### config.mk
export PLATFORM = sky130hd
export DESIGN_NAME = digipot_serial_command_unit
export DESIGN_NICKNAME = d
export VERILOG_FILES = /design/src/shared/digipot_pkg.sv /design/src/design/digipot_serial_command_unit.sv
export SDC_FILE = /design/constraint.sdc
export NUM_CORES = 1
export LEC_CHECK = 0
export BUFFER_PORTS_ARGS = -buffer_cell sky130_fd_sc_hd__clkbuf_2
export CORE_MARGIN = 2
export CORE_UTILIZATION = 60
export DETAILED_ROUTE_END_ITERATION = 16
export PLACE_DENSITY = 0.82
export SKIP_CTS_REPAIR_TIMING = 1
export SLEW_MARGIN = 25
export SYNTH_ARGS = -nofsm -noshare
export SYNTH_HDL_FRONTEND = slang
export SYNTH_SLANG_ARGS = --single-unit
export TNS_END_PERCENT = 1
### constraint.sdc
create_clock -name clock -period 3.8 [get_ports clock]
set_input_delay 0.19 -clock clock [delete_from_list [all_inputs] [get_ports clock]]
set_output_delay 0.19 -clock clock [all_outputs]
set_load 0.005 [all_outputs]
### src/shared/digipot_pkg.sv
// Package with constants and types for the digipot serial command unit.
package digipot_pkg;

  // ==========================================================================
  // Frame layout
  localparam int          FRAME_BITS      = 16;
  localparam int          CNT_W           = 4;
  localparam int          CHANNELS        = 2;
  localparam int          CMD_SEL_LO_POS  = 4;
  localparam int          CMD_SEL_HI_POS  = 5;
  localparam int          CH0_SEL_POS     = 0;
  localparam int          CH1_SEL_POS     = 1;

  // ==========================================================================
  // Reset values and codes
  localparam logic [7:0]  WIPER_MIDSCALE  = 8'h80;
  localparam logic [1:0]  CODE_WRITE      = 2'h1;
  localparam logic [1:0]  CODE_SHUTDOWN   = 2'h2;

  // ==========================================================================
  // Types
  typedef enum logic [1:0] {
    CMD_NOP,
    CMD_WRITE,
    CMD_SHUTDOWN
  } cmd_t;

  typedef struct packed {
    logic [7:0] command;
    logic [7:0] data;
  } frame_t;

  typedef struct packed {
    logic [7:0] wiper1;
    logic [7:0] wiper0;
  } wipers_t;

endpackage

### src/design/digipot_serial_command_unit.sv
// Serial command front end of a dual-channel digital potentiometer.
`timescale 1ns/1ps
// Function
// - Three commands exist: write wipers, shutdown channels, no operation.
// - Commands execute only when chip select rises, never mid-frame.
// - Input sampled on rising serial clock, output changes on falling edge.
// - Rising edges counted while selected; non-multiple of sixteen aborts.
// - First frame byte is command, second byte is data.
// - Unused command byte bits are ignored.
// - Command code at bits 5:4; equal bits give no operation.
// - Code 0,1 writes data byte into each selected wiper register.
// - Code 1,0 puts each selected channel into shutdown.
// - Bits 1:0 select channels; zero leaves a channel unchanged.
// - Code 00h is wiper at B, rising codes move toward A.
// - Wipers go mid-scale at power-up and on the reset pin while chip select is high.
// - Mid-scale value is 80h.
// - Shutdown opens A, ties wiper to B, keeps stored wiper codes.
// - Serial output always driven, low while chip select is high.
module digipot_serial_command_unit
  import digipot_pkg::*;
(
  input  wire logic                clock,                    // 50 MHz system clock
  input  wire logic                rstn,                     // Async power-on reset, low
  input  wire logic                cs_n,                     // Chip select pin, low active
  input  wire logic                sck,                      // Serial clock pin
  input  wire logic                sdi,                      // Serial data in pin
  input  wire logic                wiper_midscale_reset_pin, // Reset pin, low loads mid-scale while deselected
  input  wire logic                hardware_powerdown_pin,   // Shutdown pin, low forces shutdown
  output logic                     sdo,                      // Serial data out pin
  output logic [7:0]               wiper0_code_q,            // Channel 0 code, 00h at B
  output logic [7:0]               wiper1_code_q,            // Channel 1 code, 00h at B
  output logic [CHANNELS-1:0]      open_a_q,                 // Per channel: A open, W tied to B
  output logic [CHANNELS-1:0]      sw_shutdown_q             // Per channel software shutdown
);

  // ==========================================================================
  // Pin synchronisers
  logic [1:0] cs_s_q, sck_s_q, sdi_s_q, mid_s_q, pd_s_q;
  logic       cs_prev_q, sck_prev_q;

  always_ff @(posedge clock or negedge rstn) begin
    if (!rstn) begin
      cs_s_q     <= 2'h3;
      sck_s_q    <= 2'h0;
      sdi_s_q    <= 2'h0;
      mid_s_q    <= 2'h3;
      pd_s_q     <= 2'h3;
      cs_prev_q  <= 1'b1;
      sck_prev_q <= 1'b0;
    end else begin
      cs_s_q     <= {cs_s_q[0], cs_n};
      sck_s_q    <= {sck_s_q[0], sck};
      sdi_s_q    <= {sdi_s_q[0], sdi};
      mid_s_q    <= {mid_s_q[0], wiper_midscale_reset_pin};
      pd_s_q     <= {pd_s_q[0], hardware_powerdown_pin};
      cs_prev_q  <= cs_s_q[1];
      sck_prev_q <= sck_s_q[1];
    end
  end

  // Only stage 1 is read, stage 0 is the metastability catcher.
  logic cs_n_s, sck_rise, sck_fall, cs_rise, midscale_req;
  assign cs_n_s       = cs_s_q[1];
  assign sck_rise     = !cs_n_s && sck_s_q[1] && !sck_prev_q;
  assign sck_fall     = !cs_n_s && !sck_s_q[1] && sck_prev_q;
  assign cs_rise      = cs_n_s && !cs_prev_q;
  assign midscale_req = !mid_s_q[1] && cs_n_s;

  // ==========================================================================
  // Shift register and edge counter
  frame_t             shift_q;
  logic [CNT_W-1:0]   edge_cnt_q;
  logic               any_edge_q;

  always_ff @(posedge clock or negedge rstn) begin
    if (!rstn) begin
      shift_q    <= '0;
      edge_cnt_q <= '0;
      any_edge_q <= 1'b0;
    end else if (cs_n_s) begin
      // Cleared while deselected so a daisy chain sees zeros, i.e. a no-op.
      shift_q    <= '0;
      edge_cnt_q <= '0;
      any_edge_q <= 1'b0;
    end else if (sck_rise) begin
      shift_q    <= {shift_q[FRAME_BITS-2:0], sdi_s_q[1]};
      edge_cnt_q <= edge_cnt_q + 4'h1;
      any_edge_q <= 1'b1;
    end
  end

  // ==========================================================================
  // Serial output, push-pull, low while deselected
  always_ff @(posedge clock or negedge rstn) begin
    if (!rstn) begin
      sdo <= 1'b0;
    end else if (cs_n_s) begin
      sdo <= 1'b0;
    end else if (sck_fall) begin
      sdo <= shift_q[FRAME_BITS-1];
    end
  end

  // ==========================================================================
  // Command decode
  cmd_t             cmd;
  logic [1:0]       code;
  logic [CHANNELS-1:0] ch_sel;
  logic             frame_ok;

  // Only bits 5:4 and 1:0 of the command byte are looked at.
  assign code     = {shift_q.command[CMD_SEL_HI_POS], shift_q.command[CMD_SEL_LO_POS]};
  assign ch_sel   = {shift_q.command[CH1_SEL_POS], shift_q.command[CH0_SEL_POS]};
  assign frame_ok = any_edge_q && (edge_cnt_q == '0);

  always_comb begin
    case (code)
      CODE_WRITE:    cmd = CMD_WRITE;
      CODE_SHUTDOWN: cmd = CMD_SHUTDOWN;
      default:       cmd = CMD_NOP;
    endcase
  end

  // The shift register is cleared one edge after cs_n_s rises, so the decode
  // still sees the complete frame in the cycle in which exec is high.
  logic exec;
  assign exec = cs_rise && frame_ok;

  // ==========================================================================
  // Wiper registers, both channels in one block, each with its own select bit
  wipers_t wipers_q;
  assign wiper0_code_q = wipers_q.wiper0;
  assign wiper1_code_q = wipers_q.wiper1;

  always_ff @(posedge clock or negedge rstn) begin
    if (!rstn) begin
      wipers_q <= {WIPER_MIDSCALE, WIPER_MIDSCALE};
    end else if (midscale_req) begin
      wipers_q <= {WIPER_MIDSCALE, WIPER_MIDSCALE};
    end else if (exec && cmd == CMD_WRITE) begin
      if (ch_sel[0]) wipers_q.wiper0 <= shift_q.data;
      if (ch_sel[1]) wipers_q.wiper1 <= shift_q.data;
    end
  end

  // ==========================================================================
  // Shutdown states; stored codes are untouched by shutdown
  always_ff @(posedge clock or negedge rstn) begin
    if (!rstn) begin
      sw_shutdown_q <= '0;
    end else if (exec && cmd == CMD_SHUTDOWN) begin
      sw_shutdown_q <= sw_shutdown_q | ch_sel;
    end else if (exec && cmd == CMD_WRITE) begin
      sw_shutdown_q <= sw_shutdown_q & ~ch_sel;
    end
  end
  always_ff @(posedge clock or negedge rstn) begin
    if (!rstn) begin
      open_a_q <= '0;
    end else begin
      open_a_q <= sw_shutdown_q | {CHANNELS{!pd_s_q[1]}};
    end
  end

  // ==========================================================================
  // Checks
  chk_nop_keeps_wipers: assert property (@(posedge clock) disable iff (!rstn)
    (exec && cmd == CMD_NOP && !midscale_req) |=> $stable(wipers_q))
    else $error("no-op changed a wiper");
  chk_abort_keeps_state: assert property (@(posedge clock) disable iff (!rstn)
    (cs_rise && !frame_ok && !midscale_req) |=> ($stable(wipers_q) && $stable(sw_shutdown_q)))
    else $error("aborted frame changed state");
  chk_write_loads_data: assert property (@(posedge clock) disable iff (!rstn)
    (exec && cmd == CMD_WRITE && ch_sel[0] && !midscale_req)
      |=> wipers_q.wiper0 == $past(shift_q.data))
    else $error("write did not load wiper 0");
  chk_unselected_kept: assert property (@(posedge clock) disable iff (!rstn)
    (exec && !ch_sel[1] && !midscale_req) |=> $stable(wipers_q.wiper1))
    else $error("unselected channel changed");
  chk_shutdown_sets: assert property (@(posedge clock) disable iff (!rstn)
    (exec && cmd == CMD_SHUTDOWN && ch_sel[0]) |=> sw_shutdown_q[0] ##1 open_a_q[0])
    else $error("shutdown not entered");
  chk_shutdown_keeps_code: assert property (@(posedge clock) disable iff (!rstn)
    (exec && cmd == CMD_SHUTDOWN && !midscale_req) |=> $stable(wipers_q))
    else $error("shutdown altered a wiper code");
  chk_sdo_low_idle: assert property (@(posedge clock) disable iff (!rstn)
    cs_n_s |=> !sdo)
    else $error("serial output not low while deselected");
  chk_midscale_load: assert property (@(posedge clock) disable iff (!rstn)
    midscale_req |=> wipers_q == {WIPER_MIDSCALE, WIPER_MIDSCALE})
    else $error("reset pin did not load mid-scale");
  chk_no_exec_mid_frame: assert property (@(posedge clock) disable iff (!rstn)
    (!cs_n_s && !$past(cs_n_s)) |=> $stable(sw_shutdown_q))
    else $error("command acted while selected");
  chk_write_loads_wiper1: assert property (@(posedge clock) disable iff (!rstn)
    (exec && cmd == CMD_WRITE && ch_sel[1] && !midscale_req)
      |=> wipers_q.wiper1 == $past(shift_q.data))
    else $error("write did not load wiper 1");
  chk_unselected_ch0_kept: assert property (@(posedge clock) disable iff (!rstn)
    (exec && !ch_sel[0] && !midscale_req) |=> $stable(wipers_q.wiper0))
    else $error("unselected channel 0 changed");
  chk_shutdown_ch1_sets: assert property (@(posedge clock) disable iff (!rstn)
    (exec && cmd == CMD_SHUTDOWN && ch_sel[1]) |=> sw_shutdown_q[1])
    else $error("shutdown not entered on channel 1");
  chk_sdo_shifts_msb: assert property (@(posedge clock) disable iff (!rstn)
    sck_fall |=> sdo == $past(shift_q[FRAME_BITS-1]))
    else $error("serial output did not show the register msb");
  chk_shift_takes_sdi: assert property (@(posedge clock) disable iff (!rstn)
    sck_rise |=> shift_q[0] == $past(sdi_s_q[1]))
    else $error("shift register did not take the input bit");
  chk_pin_opens_a: assert property (@(posedge clock) disable iff (!rstn)
    !pd_s_q[1] |=> open_a_q == {CHANNELS{1'b1}})
    else $error("powerdown pin did not open the A terminals");

  cov_write: cover property (@(posedge clock) disable iff (!rstn) exec && cmd == CMD_WRITE);
  cov_shutdown: cover property (@(posedge clock) disable iff (!rstn)
    exec && cmd == CMD_SHUTDOWN);
  cov_abort: cover property (@(posedge clock) disable iff (!rstn) cs_rise && any_edge_q && !frame_ok);
  cov_nop: cover property (@(posedge clock) disable iff (!rstn) exec && cmd == CMD_NOP);

endmodule

==> report_table.html, run 1 <==
<table>
<tr><th>Metric</th><th>Value</th></tr>
<tr><th colspan="2">Layout</th></tr>
<tr><td>Relative area change from synthesis to final layout</td><td>12.7%</td></tr>
<tr><td>Final core occ</td><td>0.719</td></tr>
<tr><td>Antenna cells</td><td>0</td></tr>
<tr><td>Post-Layout Cell Count</td><td>274</td></tr>
<tr><td>Design Area, Final</td><td>2440 µm²</td></tr>
<tr><td>Fraction of final layout cells with drive strength greater than 1</td><td>0.215</td></tr>
<tr><td>Nets@finish</td><td>236</td></tr>
<tr><th colspan="2">Synthesis</th></tr>
<tr><td>Number of unique standard cell types used by synthesis</td><td>25</td></tr>
<tr><td>Most instantiated flip-flop cell in the synthesis netlist</td><td>sky130_fd_sc_hd__dfrtp_1</td></tr>
<tr><td>Yosys Warn Count</td><td>0</td></tr>
<tr><td>Most instantiated cells after synthesis</td><td>sky130_fd_sc_hd__nand2_1, sky130_fd_sc_hd__dfrtp_1, sky130_fd_sc_hd__a21oi_1</td></tr>
<tr><td>Area leader, netlist</td><td>sky130_fd_sc_hd__dfrtp_1</td></tr>
<tr><td>Proportion of register bits with asynchronous set or reset after synthesis</td><td>1.00</td></tr>
<tr><td>Synth top area share</td><td>0.520</td></tr>
<tr><td>Most common cell in the netlist</td><td>sky130_fd_sc_hd__nand2_1</td></tr>
<tr><td>Cell count after synthesis</td><td>slightly below 200</td></tr>
<tr><td>Mapped Nets</td><td>206</td></tr>
<tr><td>Flops &amp; latches, synth</td><td>54</td></tr>
<tr><td>Cell types occupying the most area after synthesis</td><td>sky130_fd_sc_hd__dfrtp_1, sky130_fd_sc_hd__dfstp_2, sky130_fd_sc_hd__nand2_1, sky130_fd_sc_hd__mux2i_1, sky130_fd_sc_hd__a21oi_1</td></tr>
<tr><td>Post-synth EDFFs</td><td>0</td></tr>
<tr><td>Syn Area/Cell</td><td>11.0 µm²</td></tr>
<tr><td>Netlist area before placement</td><td>2160 µm²</td></tr>
<tr><td>Part of the Yosys area used for sequential elements</td><td>0.629</td></tr>
<tr><th colspan="2">Route</th></tr>
<tr><td>Residual DRC count</td><td>0</td></tr>
<tr><td>Via total after detailed routing</td><td>1461</td></tr>
<tr><td>Drt via density</td><td>5.33</td></tr>
<tr><td>DRC violation total after the first TritonRoute iteration</td><td>150</td></tr>
<tr><td>Antenna Nets Post-Route</td><td>0</td></tr>
<tr><td>Total Wirelength</td><td>3790 µm</td></tr>
<tr><td>Number of search-and-repair iterations in the first detailed-routing pass</td><td>4</td></tr>
<tr><td>Wirelength per Cell</td><td>13.8 µm</td></tr>
<tr><th colspan="2">Floorplan</th></tr>
<tr><td>Overall die height</td><td>64.1 µm</td></tr>
<tr><td>Count of boundary I/O pins</td><td>28</td></tr>
<tr><td>Count of standard-cell rows</td><td>21</td></tr>
<tr><td>Width of the chip</td><td>roughly 64 µm</td></tr>
<tr><td>Effective utilization at floorplan</td><td>0.639</td></tr>
<tr><td>Floorplan die area</td><td>4100 µm²</td></tr>
<tr><td>Area of the placeable core</td><td>3390 µm²</td></tr>
<tr><th colspan="2">Critical path</th></tr>
<tr><td>Maximum fanout count along the critical path</td><td>27</td></tr>
<tr><td>Kind of end point of the critical path</td><td>flip-flop</td></tr>
<tr><td>Signal arrival time at the worst endpoint</td><td>about 2400 ps</td></tr>
<tr><td>Cells along the critical path</td><td>nand4bb_4, nor4_4, mux2i_1</td></tr>
<tr><td>Category of the worst setup path launch point</td><td>flip-flop</td></tr>
<tr><td>Buffering stage count on the worst path with inverters included</td><td>0</td></tr>
<tr><td>Maximum single-stage delay on the critical path</td><td>around 860 ps</td></tr>
<tr><td>CP Class</td><td>flip-flop to flip-flop</td></tr>
<tr><td>Worst path slowest cell</td><td>sky130_fd_sc_hd__dfstp_2</td></tr>
<tr><td>CP top delay family</td><td>simple AND/OR/NAND/NOR gates</td></tr>
<tr><td>Data required time of the worst path</td><td>4090 ps</td></tr>
<tr><th colspan="2">Run status</th></tr>
<tr><td>Status</td><td>completed</td></tr>
<tr><th colspan="2">Timing</th></tr>
<tr><td>Final setup TNS</td><td>0 ps</td></tr>
<tr><td>Clock Skews</td><td>16.2 ps</td></tr>
<tr><td>Max Transition Viols Final</td><td>0</td></tr>
<tr><td>Least-Margin Pin Slew</td><td>775 ps</td></tr>
<tr><td>Setup violators final</td><td>0</td></tr>
<tr><td>Unrepaired setup endpoints after global routing</td><td>false</td></tr>
<tr><td>Number of hold-slack violations in the final timing report</td><td>0</td></tr>
<tr><td>Setup slack after layout</td><td>1690 ps</td></tr>
<tr><td>Worst slew margin relative to its limit</td><td>0.479</td></tr>
<tr><td>Tcrit/Tclk final</td><td>0.556</td></tr>
<tr><td>Maximum achievable frequency</td><td>473 MHz</td></tr>
<tr><td>Min Tclk post-route</td><td>2110 ps</td></tr>
<tr><th colspan="2">Global route</th></tr>
<tr><td>Sum of overflow across all layers after global routing</td><td>0</td></tr>
<tr><td>Largest net degree at the start of global routing</td><td>55</td></tr>
<tr><td>GRT Overall Usage</td><td>0.213</td></tr>
<tr><td>Vias in the first global route</td><td>1467</td></tr>
<tr><td>Number of antenna violations at the first check in global routing</td><td>0</td></tr>
<tr><td>First-pass GRT wire length</td><td>6500 µm</td></tr>
<tr><th colspan="2">Clock tree</th></tr>
<tr><td>Number of buffers created by CTS</td><td>5</td></tr>
<tr><td>Clock Latency Late Sink</td><td>380 ps</td></tr>
<tr><td>Clock transition at the registers of the reported paths</td><td>140 ps</td></tr>
<tr><td>CTS Buffer Depth</td><td>2</td></tr>
<tr><td>CTS sink count</td><td>54</td></tr>
<tr><td>Clock root buffer</td><td>sky130_fd_sc_hd__clkbuf_4</td></tr>
<tr><td>H-tree levels</td><td>2</td></tr>
<tr><td>CTS tree</td><td>yes</td></tr>
<tr><th colspan="2">Pwr</th></tr>
<tr><td>Static leakage</td><td>approximately 1.1 nW</td></tr>
<tr><td>Power per cell area</td><td>370 nW/µm²</td></tr>
<tr><td>Peak supply drop</td><td>0.309 mV</td></tr>
<tr><th colspan="2">Place</th></tr>
<tr><td>Post-Place Setup Slack</td><td>1700 ps</td></tr>
<tr><td>Count of input and output buffers</td><td>27</td></tr>
<tr><td>Half-perimeter wire length after placement</td><td>about 2500 µm</td></tr>
<tr><td>Gpl congestion</td><td>0.757</td></tr>
<tr><td>Placed instance area</td><td>between 2000 and 2500 µm²</td></tr>
<tr><td>Number of placed instances with taps included</td><td>260</td></tr>
<tr><th colspan="2">Job</th></tr>
<tr><td>Number of max-cap violations</td><td>0</td></tr>
<tr><th colspan="2">Hold path</th></tr>
<tr><td>Worst min-delay path class</td><td>flip-flop to flip-flop</td></tr>
</table>
## layout make-up
cell class              instances  area (µm²)
fillers                       243         951
well taps                      46        57.6
repair buffers                 34         203
multi-input cells             128         737
flip-flops and latches         54        1360
clock inverters                 2        12.5
clock buffers                   6        51.3
inverters                       4        15.0
## per-layer routing
layer  vias to the layer above  GRT usage  share of wire
li1                        702          -              -
met5                         -          0              0
met3                         9     0.0581          0.040
met2                        30      0.341           0.51
met4                         0      0.111          0.025
met1                       720      0.263           0.42
## flip-flops by register name, summed over array words and instances, names as in the netlist, named ones only
register,cells
cs_s_q,2
sck_s_q,2
shift_q,12
sdo,1
mid_s_q,2
edge_cnt_q,4
open_a_q,2
code,2
pd_s_q,2
wiper1_code_q,8
sdi_s_q,2
ch_sel,2
sck_prev_q,1
any_edge_q,1
wiper0_code_q,8
cs_prev_q,1
## report_power, final
part           internal [mW]  switching [mW]
registers              0.588         0.00972
logic                 0.0150          0.0280
clock network         0.0892           0.172
## worst paths after layout
path	from	endpoint	slack (ps)	cells after the start
min	sck_s_q[0]	sck_s_q[1]	370	0
min in group asynchronous	rstn	async pin	440	3
max	cs_s_q[1]	wiper1_code_q[1]	1690	3
min reg2reg	sck_s_q[0]	sck_s_q[1]	370	0
max reg2reg	cs_s_q[1]	wiper1_code_q[1]	1690	3
max in group asynchronous	rstn	wiper1_code_q[2]	2930	3
## metrics by stage
stage                     hold WS [ps]  power [mW]
after floorplan                   -106       0.627
after global placement             279       0.644
after detailed placement           280       0.647
after CTS                         -140       0.904
after global routing               370       0.940
final                              366       0.902
## worst reg2reg max path: cells and delay by family (launching register included)
family / cells / cell delay [ps]
multiplexers: 1 / 300
AND/OR/NAND/NOR: 2 / 870
flip-flops: 1 / 860
## cell families (layout without fill, tap and decap cells)
kind of cell / Yosys count / count (layout) / share of synthesized area
simple gates: 84 / 84 / 0.190
compound gates: 24 / 24 / 0.0555
xor+xnor: 1 / 1 / 0.00405
fa+ha+maj: 2 / 2 / 0.0116
mux: 17 / 17 / 0.0786
flops: 54 / 54 / 0.629
buf+inv: 15 / 46 / 0.0312
## cell usage in the layout (no fill, tap or decap), types with 2 or more instances in the layout
master	synthesis	final
sky130_fd_sc_hd__nand2b_1	5	5
sky130_fd_sc_hd__nand3b_1	2	2
sky130_fd_sc_hd__dlygate4sd3_1	0	6
sky130_fd_sc_hd__nand3_1	3	3
sky130_fd_sc_hd__nand4_1	2	2
sky130_fd_sc_hd__nand2_1	57	57
sky130_fd_sc_hd__a21oi_1	19	19
sky130_fd_sc_hd__mux2i_1	17	17
sky130_fd_sc_hd__clkbuf_2	0	27
sky130_fd_sc_hd__nor2_1	7	7
sky130_fd_sc_hd__clkbuf_4	0	5
sky130_fd_sc_hd__ha_1	2	2
sky130_fd_sc_hd__dfstp_2	9	9
sky130_fd_sc_hd__o21ai_0	5	5
sky130_fd_sc_hd__dfrtp_1	45	45
sky130_fd_sc_hd__inv_1	4	4
No activity file was read; power rests on OpenSTA's default activity.
==> inputs of run 2 (changes only) <==
--- a/config.mk
+++ b/config.mk
@@ -7,9 +7,9 @@
 export LEC_CHECK = 0
 export BUFFER_PORTS_ARGS = -buffer_cell sky130_fd_sc_hd__clkbuf_2
 export CORE_MARGIN = 2
-export CORE_UTILIZATION = 60
+export CORE_UTILIZATION = 51
 export DETAILED_ROUTE_END_ITERATION = 16
-export PLACE_DENSITY = 0.82
+export PLACE_DENSITY = 0.75
 export SKIP_CTS_REPAIR_TIMING = 1
 export SLEW_MARGIN = 25
 export SYNTH_ARGS = -nofsm -noshare
==> constraint.sdc (replaced) <==
create_clock -name clock -period 1.9 [get_ports clock]
set_input_delay 0.095 -clock clock [delete_from_list [all_inputs] [get_ports clock]]
set_output_delay 0.095 -clock clock [all_outputs]
set_load 0.005 [all_outputs]
==> report_table.html, run 2 (synthesis results as in run 1) <==
<table>
<tr><th>Metric</th><th>Value</th></tr>
<tr><th colspan="2">Clock tree</th></tr>
<tr><td>Clock Latency Late Sink</td><td>310 ps</td></tr>
<tr><td>Clock transition at the registers of the reported paths</td><td>100 ps</td></tr>
<tr><td>H-tree levels</td><td>2</td></tr>
<tr><td>CTS Buffer Depth</td><td>2</td></tr>
<tr><td>CTS sink count</td><td>54</td></tr>
<tr><td>Number of buffers created by CTS</td><td>5</td></tr>
<tr><td>Clock root buffer</td><td>sky130_fd_sc_hd__clkbuf_8</td></tr>
<tr><td>CTS tree</td><td>yes</td></tr>
<tr><th colspan="2">Floorplan</th></tr>
<tr><td>Effective utilization at floorplan</td><td>0.537</td></tr>
<tr><td>Area of the placeable core</td><td>4030 µm²</td></tr>
<tr><td>Width of the chip</td><td>69.2 µm</td></tr>
<tr><td>Floorplan die area</td><td>4780 µm²</td></tr>
<tr><td>Overall die height</td><td>69.2 µm</td></tr>
<tr><td>Count of boundary I/O pins</td><td>28</td></tr>
<tr><td>Count of standard-cell rows</td><td>23</td></tr>
<tr><th colspan="2">Critical path</th></tr>
<tr><td>Critical R2R Capture</td><td>wiper0_code_q[7]</td></tr>
<tr><td>R2r startpoint</td><td>edge_cnt_q[0]</td></tr>
<tr><td>Setup slack of the most critical reg-to-reg path</td><td>130 ps</td></tr>
<tr><td>Signal arrival time at the worst endpoint</td><td>2000 ps</td></tr>
<tr><td>Data required time of the worst path</td><td>2120 ps</td></tr>
<tr><td>Cells along the critical path</td><td>inv_1, ha_1, nand4bb_4, or4_4, mux2i_1</td></tr>
<tr><td>Buffering stage count on the worst path with inverters included</td><td>1</td></tr>
<tr><td>Maximum fanout count along the critical path</td><td>8</td></tr>
<tr><td>Worst reg2reg path depth</td><td>5</td></tr>
<tr><td>CP Class</td><td>flip-flop to flip-flop</td></tr>
<tr><td>Maximum single-stage delay on the critical path</td><td>between 600 and 700 ps</td></tr>
<tr><td>CP top delay family</td><td>simple AND/OR/NAND/NOR gates</td></tr>
<tr><td>Worst path slowest cell</td><td>sky130_fd_sc_hd__or4_4</td></tr>
<tr><td>Levels on crit path</td><td>5</td></tr>
<tr><td>Kind of end point of the critical path</td><td>flip-flop</td></tr>
<tr><td>Category of the worst setup path launch point</td><td>flip-flop</td></tr>
<tr><th colspan="2">Route</th></tr>
<tr><td>DRC violation total after the first TritonRoute iteration</td><td>101</td></tr>
<tr><td>Residual DRC count</td><td>0</td></tr>
<tr><td>Number of search-and-repair iterations in the first detailed-routing pass</td><td>4</td></tr>
<tr><td>Total Wirelength</td><td>between 3000 and 4000 µm</td></tr>
<tr><td>Drt via density</td><td>just over 5</td></tr>
<tr><td>Via total after detailed routing</td><td>1463</td></tr>
<tr><td>Antenna Nets Post-Route</td><td>0</td></tr>
<tr><td>Wirelength per Cell</td><td>13.3 µm</td></tr>
<tr><th colspan="2">Pwr</th></tr>
<tr><td>Static leakage</td><td>1.17 nW</td></tr>
<tr><td>Clock group share of total power</td><td>0.334</td></tr>
<tr><td>Combinational fraction of design power</td><td>0.053</td></tr>
<tr><td>Power consumption</td><td>1.93 mW</td></tr>
<tr><td>Share of total power consumed by net switching</td><td>0.219</td></tr>
<tr><td>Peak supply drop</td><td>0.521 mV</td></tr>
<tr><td>Net switching power figure</td><td>around 420 µW</td></tr>
<tr><td>Int Power</td><td>1.51 mW</td></tr>
<tr><td>Reg power frac</td><td>0.614</td></tr>
<tr><td>Power per cell area</td><td>769 nW/µm²</td></tr>
<tr><th colspan="2">Timing</th></tr>
<tr><td>Final hold slack</td><td>303 ps</td></tr>
<tr><td>Max Transition Viols Final</td><td>0</td></tr>
<tr><td>Unrepaired setup endpoints after global routing</td><td>false</td></tr>
<tr><td>Final setup TNS</td><td>0 ps</td></tr>
<tr><td>Maximum achievable frequency</td><td>564 MHz</td></tr>
<tr><td>Tcrit/Tclk final</td><td>0.934</td></tr>
<tr><td>Least-Margin Pin Slew</td><td>570 ps</td></tr>
<tr><td>Min Tclk post-route</td><td>1770 ps</td></tr>
<tr><td>Number of hold-slack violations in the final timing report</td><td>0</td></tr>
<tr><td>Clock Skews</td><td>13.3 ps</td></tr>
<tr><td>Worst slew margin relative to its limit</td><td>0.620</td></tr>
<tr><td>Setup slack after layout</td><td>125 ps</td></tr>
<tr><td>Setup violators final</td><td>0</td></tr>
<tr><th colspan="2">Job</th></tr>
<tr><td>Number of max-cap violations</td><td>0</td></tr>
<tr><th colspan="2">Layout</th></tr>
<tr><td>Final core occ</td><td>0.624</td></tr>
<tr><td>Design Area, Final</td><td>2510 µm²</td></tr>
<tr><td>Max FFs per register</td><td>12</td></tr>
<tr><td>Post-Layout Cell Count</td><td>284</td></tr>
<tr><td>Relative area change from synthesis to final layout</td><td>16.1%</td></tr>
<tr><td>Fraction of final layout cells with drive strength greater than 1</td><td>0.222</td></tr>
<tr><td>Antenna cells</td><td>0</td></tr>
<tr><td>Reg with most FFs</td><td>shift_q</td></tr>
<tr><td>Most used cells in the layout excluding fill and tap cells</td><td>sky130_fd_sc_hd__nand2_1, sky130_fd_sc_hd__dfrtp_1, sky130_fd_sc_hd__clkbuf_2, sky130_fd_sc_hd__a21oi_1, sky130_fd_sc_hd__mux2i_1</td></tr>
<tr><td>Nets@finish</td><td>242</td></tr>
<tr><td>Commonest non-fill, non-tap cell in the layout</td><td>sky130_fd_sc_hd__nand2_1</td></tr>
<tr><th colspan="2">Place</th></tr>
<tr><td>Count of input and output buffers</td><td>27</td></tr>
<tr><td>Post-Place Setup Slack</td><td>133 ps</td></tr>
<tr><td>Half-perimeter wire length after placement</td><td>2530 µm</td></tr>
<tr><td>Number of placed instances with taps included</td><td>270</td></tr>
<tr><td>Gpl congestion</td><td>0.824</td></tr>
<tr><td>Placed instance area</td><td>about 2400 µm²</td></tr>
<tr><th colspan="2">Global route</th></tr>
<tr><td>GRT Overall Usage</td><td>0.175</td></tr>
<tr><td>Sum of overflow across all layers after global routing</td><td>0</td></tr>
<tr><td>Vias in the first global route</td><td>1473</td></tr>
<tr><td>Largest net degree at the start of global routing</td><td>27</td></tr>
<tr><td>First-pass GRT wire length</td><td>~6700 µm</td></tr>
<tr><td>Number of antenna violations at the first check in global routing</td><td>0</td></tr>
<tr><th colspan="2">Run status</th></tr>
<tr><td>Status</td><td>completed</td></tr>
<tr><th colspan="2">Hold path</th></tr>
<tr><td>Worst min-delay path class</td><td>primary input to async pin</td></tr>
</table>
## run 2: power groups by stage
stage | registers [mW] | clock network (mW) | logic [mW]
2_1_floorplan | 1.21 | 0 | 0.0487
3_3_place_gp | 1.21 | 0 | 0.0937
3_5_place_dp | 1.21 | 0 | 0.0945
4_1_cts | 1.19 | 0.660 | 0.0946
5_1_grt | 1.19 | 0.711 | 0.115
6_report | 1.19 | 0.645 | 0.102
## run 2: area by class of cell
type	instances	area, µm²
Timing Repair Buffer	40	248
Clock buffer	8	90.1
Tap cell	50	62.6
Inverter	4	15.0
Sequential cell	54	1360
Fill cell	325	1520
Multi-Input combinational cell	128	734
## run 2: worst max-delay path by stage
| stage | startpoint | end | slack (ps) |
|---|---|---|---|
| 3_3_place_gp | edge_cnt_q[0] | wiper0_code_q[5] | 200 |
| 6_report | edge_cnt_q[0] | wiper0_code_q[7] | 130 |
| 3_5_place_dp | edge_cnt_q[0] | wiper0_code_q[7] | 130 |
| 4_1_cts | edge_cnt_q[0] | wiper0_code_q[7] | 120 |
| 5_1_grt | edge_cnt_q[0] | wiper0_code_q[7] | 40 |
| 2_1_floorplan | edge_cnt_q[0] | wiper0_code_q[0] | 240 |
## run 2: layer usage
metal | GRT usage | part of all wire
met1 | 0.228 | 0.47
met2 | 0.284 | 0.46
met3 | 0.0439 | 0.046
met4 | 0.0654 | 0.015
met5 | 0 | 0
==> inputs of run 3 (changes only) <==
--- a/config.mk
+++ b/config.mk
@@ -5,11 +5,12 @@
 export SDC_FILE = /design/constraint.sdc
 export NUM_CORES = 1
 export LEC_CHECK = 0
-export BUFFER_PORTS_ARGS = -buffer_cell sky130_fd_sc_hd__clkbuf_2
+export BUFFER_PORTS_ARGS = -buffer_cell sky130_fd_sc_hd__buf_2
 export CORE_MARGIN = 2
 export CORE_UTILIZATION = 51
 export DETAILED_ROUTE_END_ITERATION = 16
-export PLACE_DENSITY = 0.75
+export PLACE_DENSITY = 0.77
+export RECOVER_POWER = 100
 export SKIP_CTS_REPAIR_TIMING = 1
 export SLEW_MARGIN = 25
 export SYNTH_ARGS = -nofsm -noshare
==> report_table.html, run 3 (synthesis results as in run 1) <==
<table>
<tr><th>Metric</th><th>Value</th></tr>
<tr><th colspan="2">Timing</th></tr>
<tr><td>Setup slack after layout</td><td>approximately 140 ps</td></tr>
<tr><td>Unrepaired setup endpoints after global routing</td><td>false</td></tr>
<tr><td>Tcrit/Tclk final</td><td>0.925</td></tr>
<tr><td>Clock Skews</td><td>approximately 14 ps</td></tr>
<tr><td>Setup violators final</td><td>0</td></tr>
<tr><td>Min Tclk post-route</td><td>between 1500 and 2000 ps</td></tr>
<tr><td>Max Transition Viols Final</td><td>0</td></tr>
<tr><td>Worst slew margin relative to its limit</td><td>0.150</td></tr>
<tr><td>Least-Margin Pin Slew</td><td>1280 ps</td></tr>
<tr><td>Maximum achievable frequency</td><td>569 MHz</td></tr>
<tr><td>Final setup TNS</td><td>0 ps</td></tr>
<tr><td>Number of hold-slack violations in the final timing report</td><td>0</td></tr>
<tr><th colspan="2">Floorplan</th></tr>
<tr><td>Floorplan die area</td><td>4780 µm²</td></tr>
<tr><td>Overall die height</td><td>69.2 µm</td></tr>
<tr><td>Count of standard-cell rows</td><td>23</td></tr>
<tr><td>Effective utilization at floorplan</td><td>0.537</td></tr>
<tr><td>Area of the placeable core</td><td>4030 µm²</td></tr>
<tr><td>Width of the chip</td><td>about 70 µm</td></tr>
<tr><td>Count of boundary I/O pins</td><td>28</td></tr>
<tr><th colspan="2">Layout</th></tr>
<tr><td>Antenna cells</td><td>0</td></tr>
<tr><td>Fraction of final layout cells with drive strength greater than 1</td><td>0.206</td></tr>
<tr><td>Count of filler cells inserted in the layout</td><td>349</td></tr>
<tr><td>Max FFs per register</td><td>12</td></tr>
<tr><td>Commonest non-fill, non-tap cell in the layout</td><td>sky130_fd_sc_hd__nand2_1</td></tr>
<tr><td>Reg with most FFs</td><td>shift_q</td></tr>
<tr><td>Nets@finish</td><td>241</td></tr>
<tr><td>Design Area, Final</td><td>2520 µm²</td></tr>
<tr><td>Final core occ</td><td>0.626</td></tr>
<tr><td>Relative area change from synthesis to final layout</td><td>16.5%</td></tr>
<tr><td>Most used cells in the layout excluding fill and tap cells</td><td>sky130_fd_sc_hd__nand2_1, sky130_fd_sc_hd__dfrtp_1, sky130_fd_sc_hd__buf_2, sky130_fd_sc_hd__a21oi_1, sky130_fd_sc_hd__mux2i_1</td></tr>
<tr><th colspan="2">Global route</th></tr>
<tr><td>First-pass GRT wire length</td><td>6120 µm</td></tr>
<tr><td>Vias in the first global route</td><td>around 1400</td></tr>
<tr><td>GRT Overall Usage</td><td>0.159</td></tr>
<tr><td>Number of antenna violations at the first check in global routing</td><td>0</td></tr>
<tr><td>Largest net degree at the start of global routing</td><td>55</td></tr>
<tr><td>Sum of overflow across all layers after global routing</td><td>0</td></tr>
<tr><th colspan="2">Hold path</th></tr>
<tr><td>Hold wc startpoint</td><td>sck_s_q[0]</td></tr>
<tr><td>Worst-case hold path end point</td><td>sck_s_q[1]</td></tr>
<tr><td>Hold-critical path depth</td><td>0</td></tr>
<tr><td>Worst min-delay path class</td><td>flip-flop to flip-flop</td></tr>
<tr><th colspan="2">Clock tree</th></tr>
<tr><td>CTS tree</td><td>yes</td></tr>
<tr><td>H-tree levels</td><td>2</td></tr>
<tr><td>Clock root buffer</td><td>sky130_fd_sc_hd__clkbuf_8</td></tr>
<tr><td>CTS Buffer Depth</td><td>2</td></tr>
<tr><td>Clock transition at the registers of the reported paths</td><td>about 80 ps</td></tr>
<tr><td>Number of buffers created by CTS</td><td>5</td></tr>
<tr><td>CTS sink count</td><td>54</td></tr>
<tr><td>Clock Latency Late Sink</td><td>around 310 ps</td></tr>
<tr><th colspan="2">Critical path</th></tr>
<tr><td>Data required time of the worst path</td><td>2120 ps</td></tr>
<tr><td>Signal arrival time at the worst endpoint</td><td>1980 ps</td></tr>
<tr><td>Kind of end point of the critical path</td><td>flip-flop</td></tr>
<tr><td>Maximum fanout count along the critical path</td><td>8</td></tr>
<tr><td>Maximum single-stage delay on the critical path</td><td>610 ps</td></tr>
<tr><td>Worst reg2reg path depth</td><td>5</td></tr>
<tr><td>Critical R2R Capture</td><td>wiper0_code_q[7]</td></tr>
<tr><td>R2r startpoint</td><td>edge_cnt_q[0]</td></tr>
<tr><td>Setup slack of the most critical reg-to-reg path</td><td>between 100 and 150 ps</td></tr>
<tr><td>CP Class</td><td>flip-flop to flip-flop</td></tr>
<tr><td>Cells along the critical path</td><td>inv_1, ha_1, nand4bb_4, or4_4, mux2i_1</td></tr>
<tr><td>Worst path slowest cell</td><td>sky130_fd_sc_hd__or4_4</td></tr>
<tr><td>Category of the worst setup path launch point</td><td>flip-flop</td></tr>
<tr><th colspan="2">Place</th></tr>
<tr><td>Count of input and output buffers</td><td>27</td></tr>
<tr><td>Gpl congestion</td><td>0.785</td></tr>
<tr><td>Placed instance area</td><td>about 2400 µm²</td></tr>
<tr><td>Post-Place Setup Slack</td><td>153 ps</td></tr>
<tr><td>Half-perimeter wire length after placement</td><td>2320 µm</td></tr>
<tr><th colspan="2">Pwr</th></tr>
<tr><td>Power per cell area</td><td>816 nW/µm²</td></tr>
<tr><td>Power consumption</td><td>just over 2 mW</td></tr>
<tr><td>Static leakage</td><td>1.18 nW</td></tr>
<tr><td>Peak supply drop</td><td>0.486 mV</td></tr>
<tr><th colspan="2">Route</th></tr>
<tr><td>Number of search-and-repair iterations in the first detailed-routing pass</td><td>4</td></tr>
<tr><td>Wirelength per Cell</td><td>roughly 13 µm</td></tr>
<tr><td>Antenna Nets Post-Route</td><td>0</td></tr>
<tr><td>Total Wirelength</td><td>roughly 3600 µm</td></tr>
<tr><td>DRC violation total after the first TritonRoute iteration</td><td>58</td></tr>
<tr><td>Drt via density</td><td>~5.2</td></tr>
<tr><td>Residual DRC count</td><td>0</td></tr>
<tr><td>Via total after detailed routing</td><td>around 1500</td></tr>
<tr><th colspan="2">Job</th></tr>
<tr><td>Number of max-cap violations</td><td>0</td></tr>
<tr><th colspan="2">Run status</th></tr>
<tr><td>Status</td><td>completed</td></tr>
</table>
## run 3: layer usage
layer | global-route usage | up-vias | share of wire
met1 | 0.201 | 714 | 0.45
met2 | 0.252 | 36 | 0.48
met4 | 0.0588 | 0 | 0.015
met3 | 0.0556 | 5 | 0.053
li1 | - | 708 | -
met5 | 0 | - | 0
## run 3: final cells by class
type                    instances  area, µm²  area share
clock buffers                   7       86.3      0.0342
clock inverters                 1       30.0      0.0119
well taps                      50       62.6      0.0248
flip-flops and latches         54       1360       0.540
repair buffers                 39        231      0.0918
multi-input cells             128        734       0.291
inverters                       4       15.0     0.00595
## run 3: where the power goes
group | leakage (nW) | internal (mW) | switching (mW)
sequential | 0.703 | 1.17 | 0.0111
clock | 0.0585 | 0.430 | 0.346
combinational | 0.417 | 0.0336 | 0.0653
total | 1.18 | 1.64 | 0.423
## run 3: critical path, delay by kind of cell (launching register included)
kind                     cells  cell delay [ps]
adder cells (fa/ha/maj)      1              220
multiplexers                 1              200
buffers and inverters        1               90
AND/OR/NAND/NOR              2              760
flip-flops                   1              420
## run 3: how the worst max path moves through the flow
| stage | from | endpoint | cells after the start | slack, ps |
|---|---|---|---|---|
| after floorplan | edge_cnt_q[0] | wiper0_code_q[0] | 6 | 240 |
| after global placement | edge_cnt_q[0] | wiper0_code_q[1] | 5 | 200 |
| after detailed placement | edge_cnt_q[0] | wiper0_code_q[5] | 5 | 150 |
| after CTS | edge_cnt_q[0] | wiper0_code_q[7] | 5 | 130 |
| after global routing | edge_cnt_q[0] | wiper1_code_q[4] | 6 | 60 |
| final | edge_cnt_q[0] | wiper0_code_q[7] | 5 | 140 |
## run 3: metrics by stage
stage | instances | hold slack [ps]
final | 283 | 354
after global routing | 283 | 364
after CTS | 277 | -124
after detailed placement | 269 | 201
after global placement | 269 | 200
after floorplan | 197 | -201
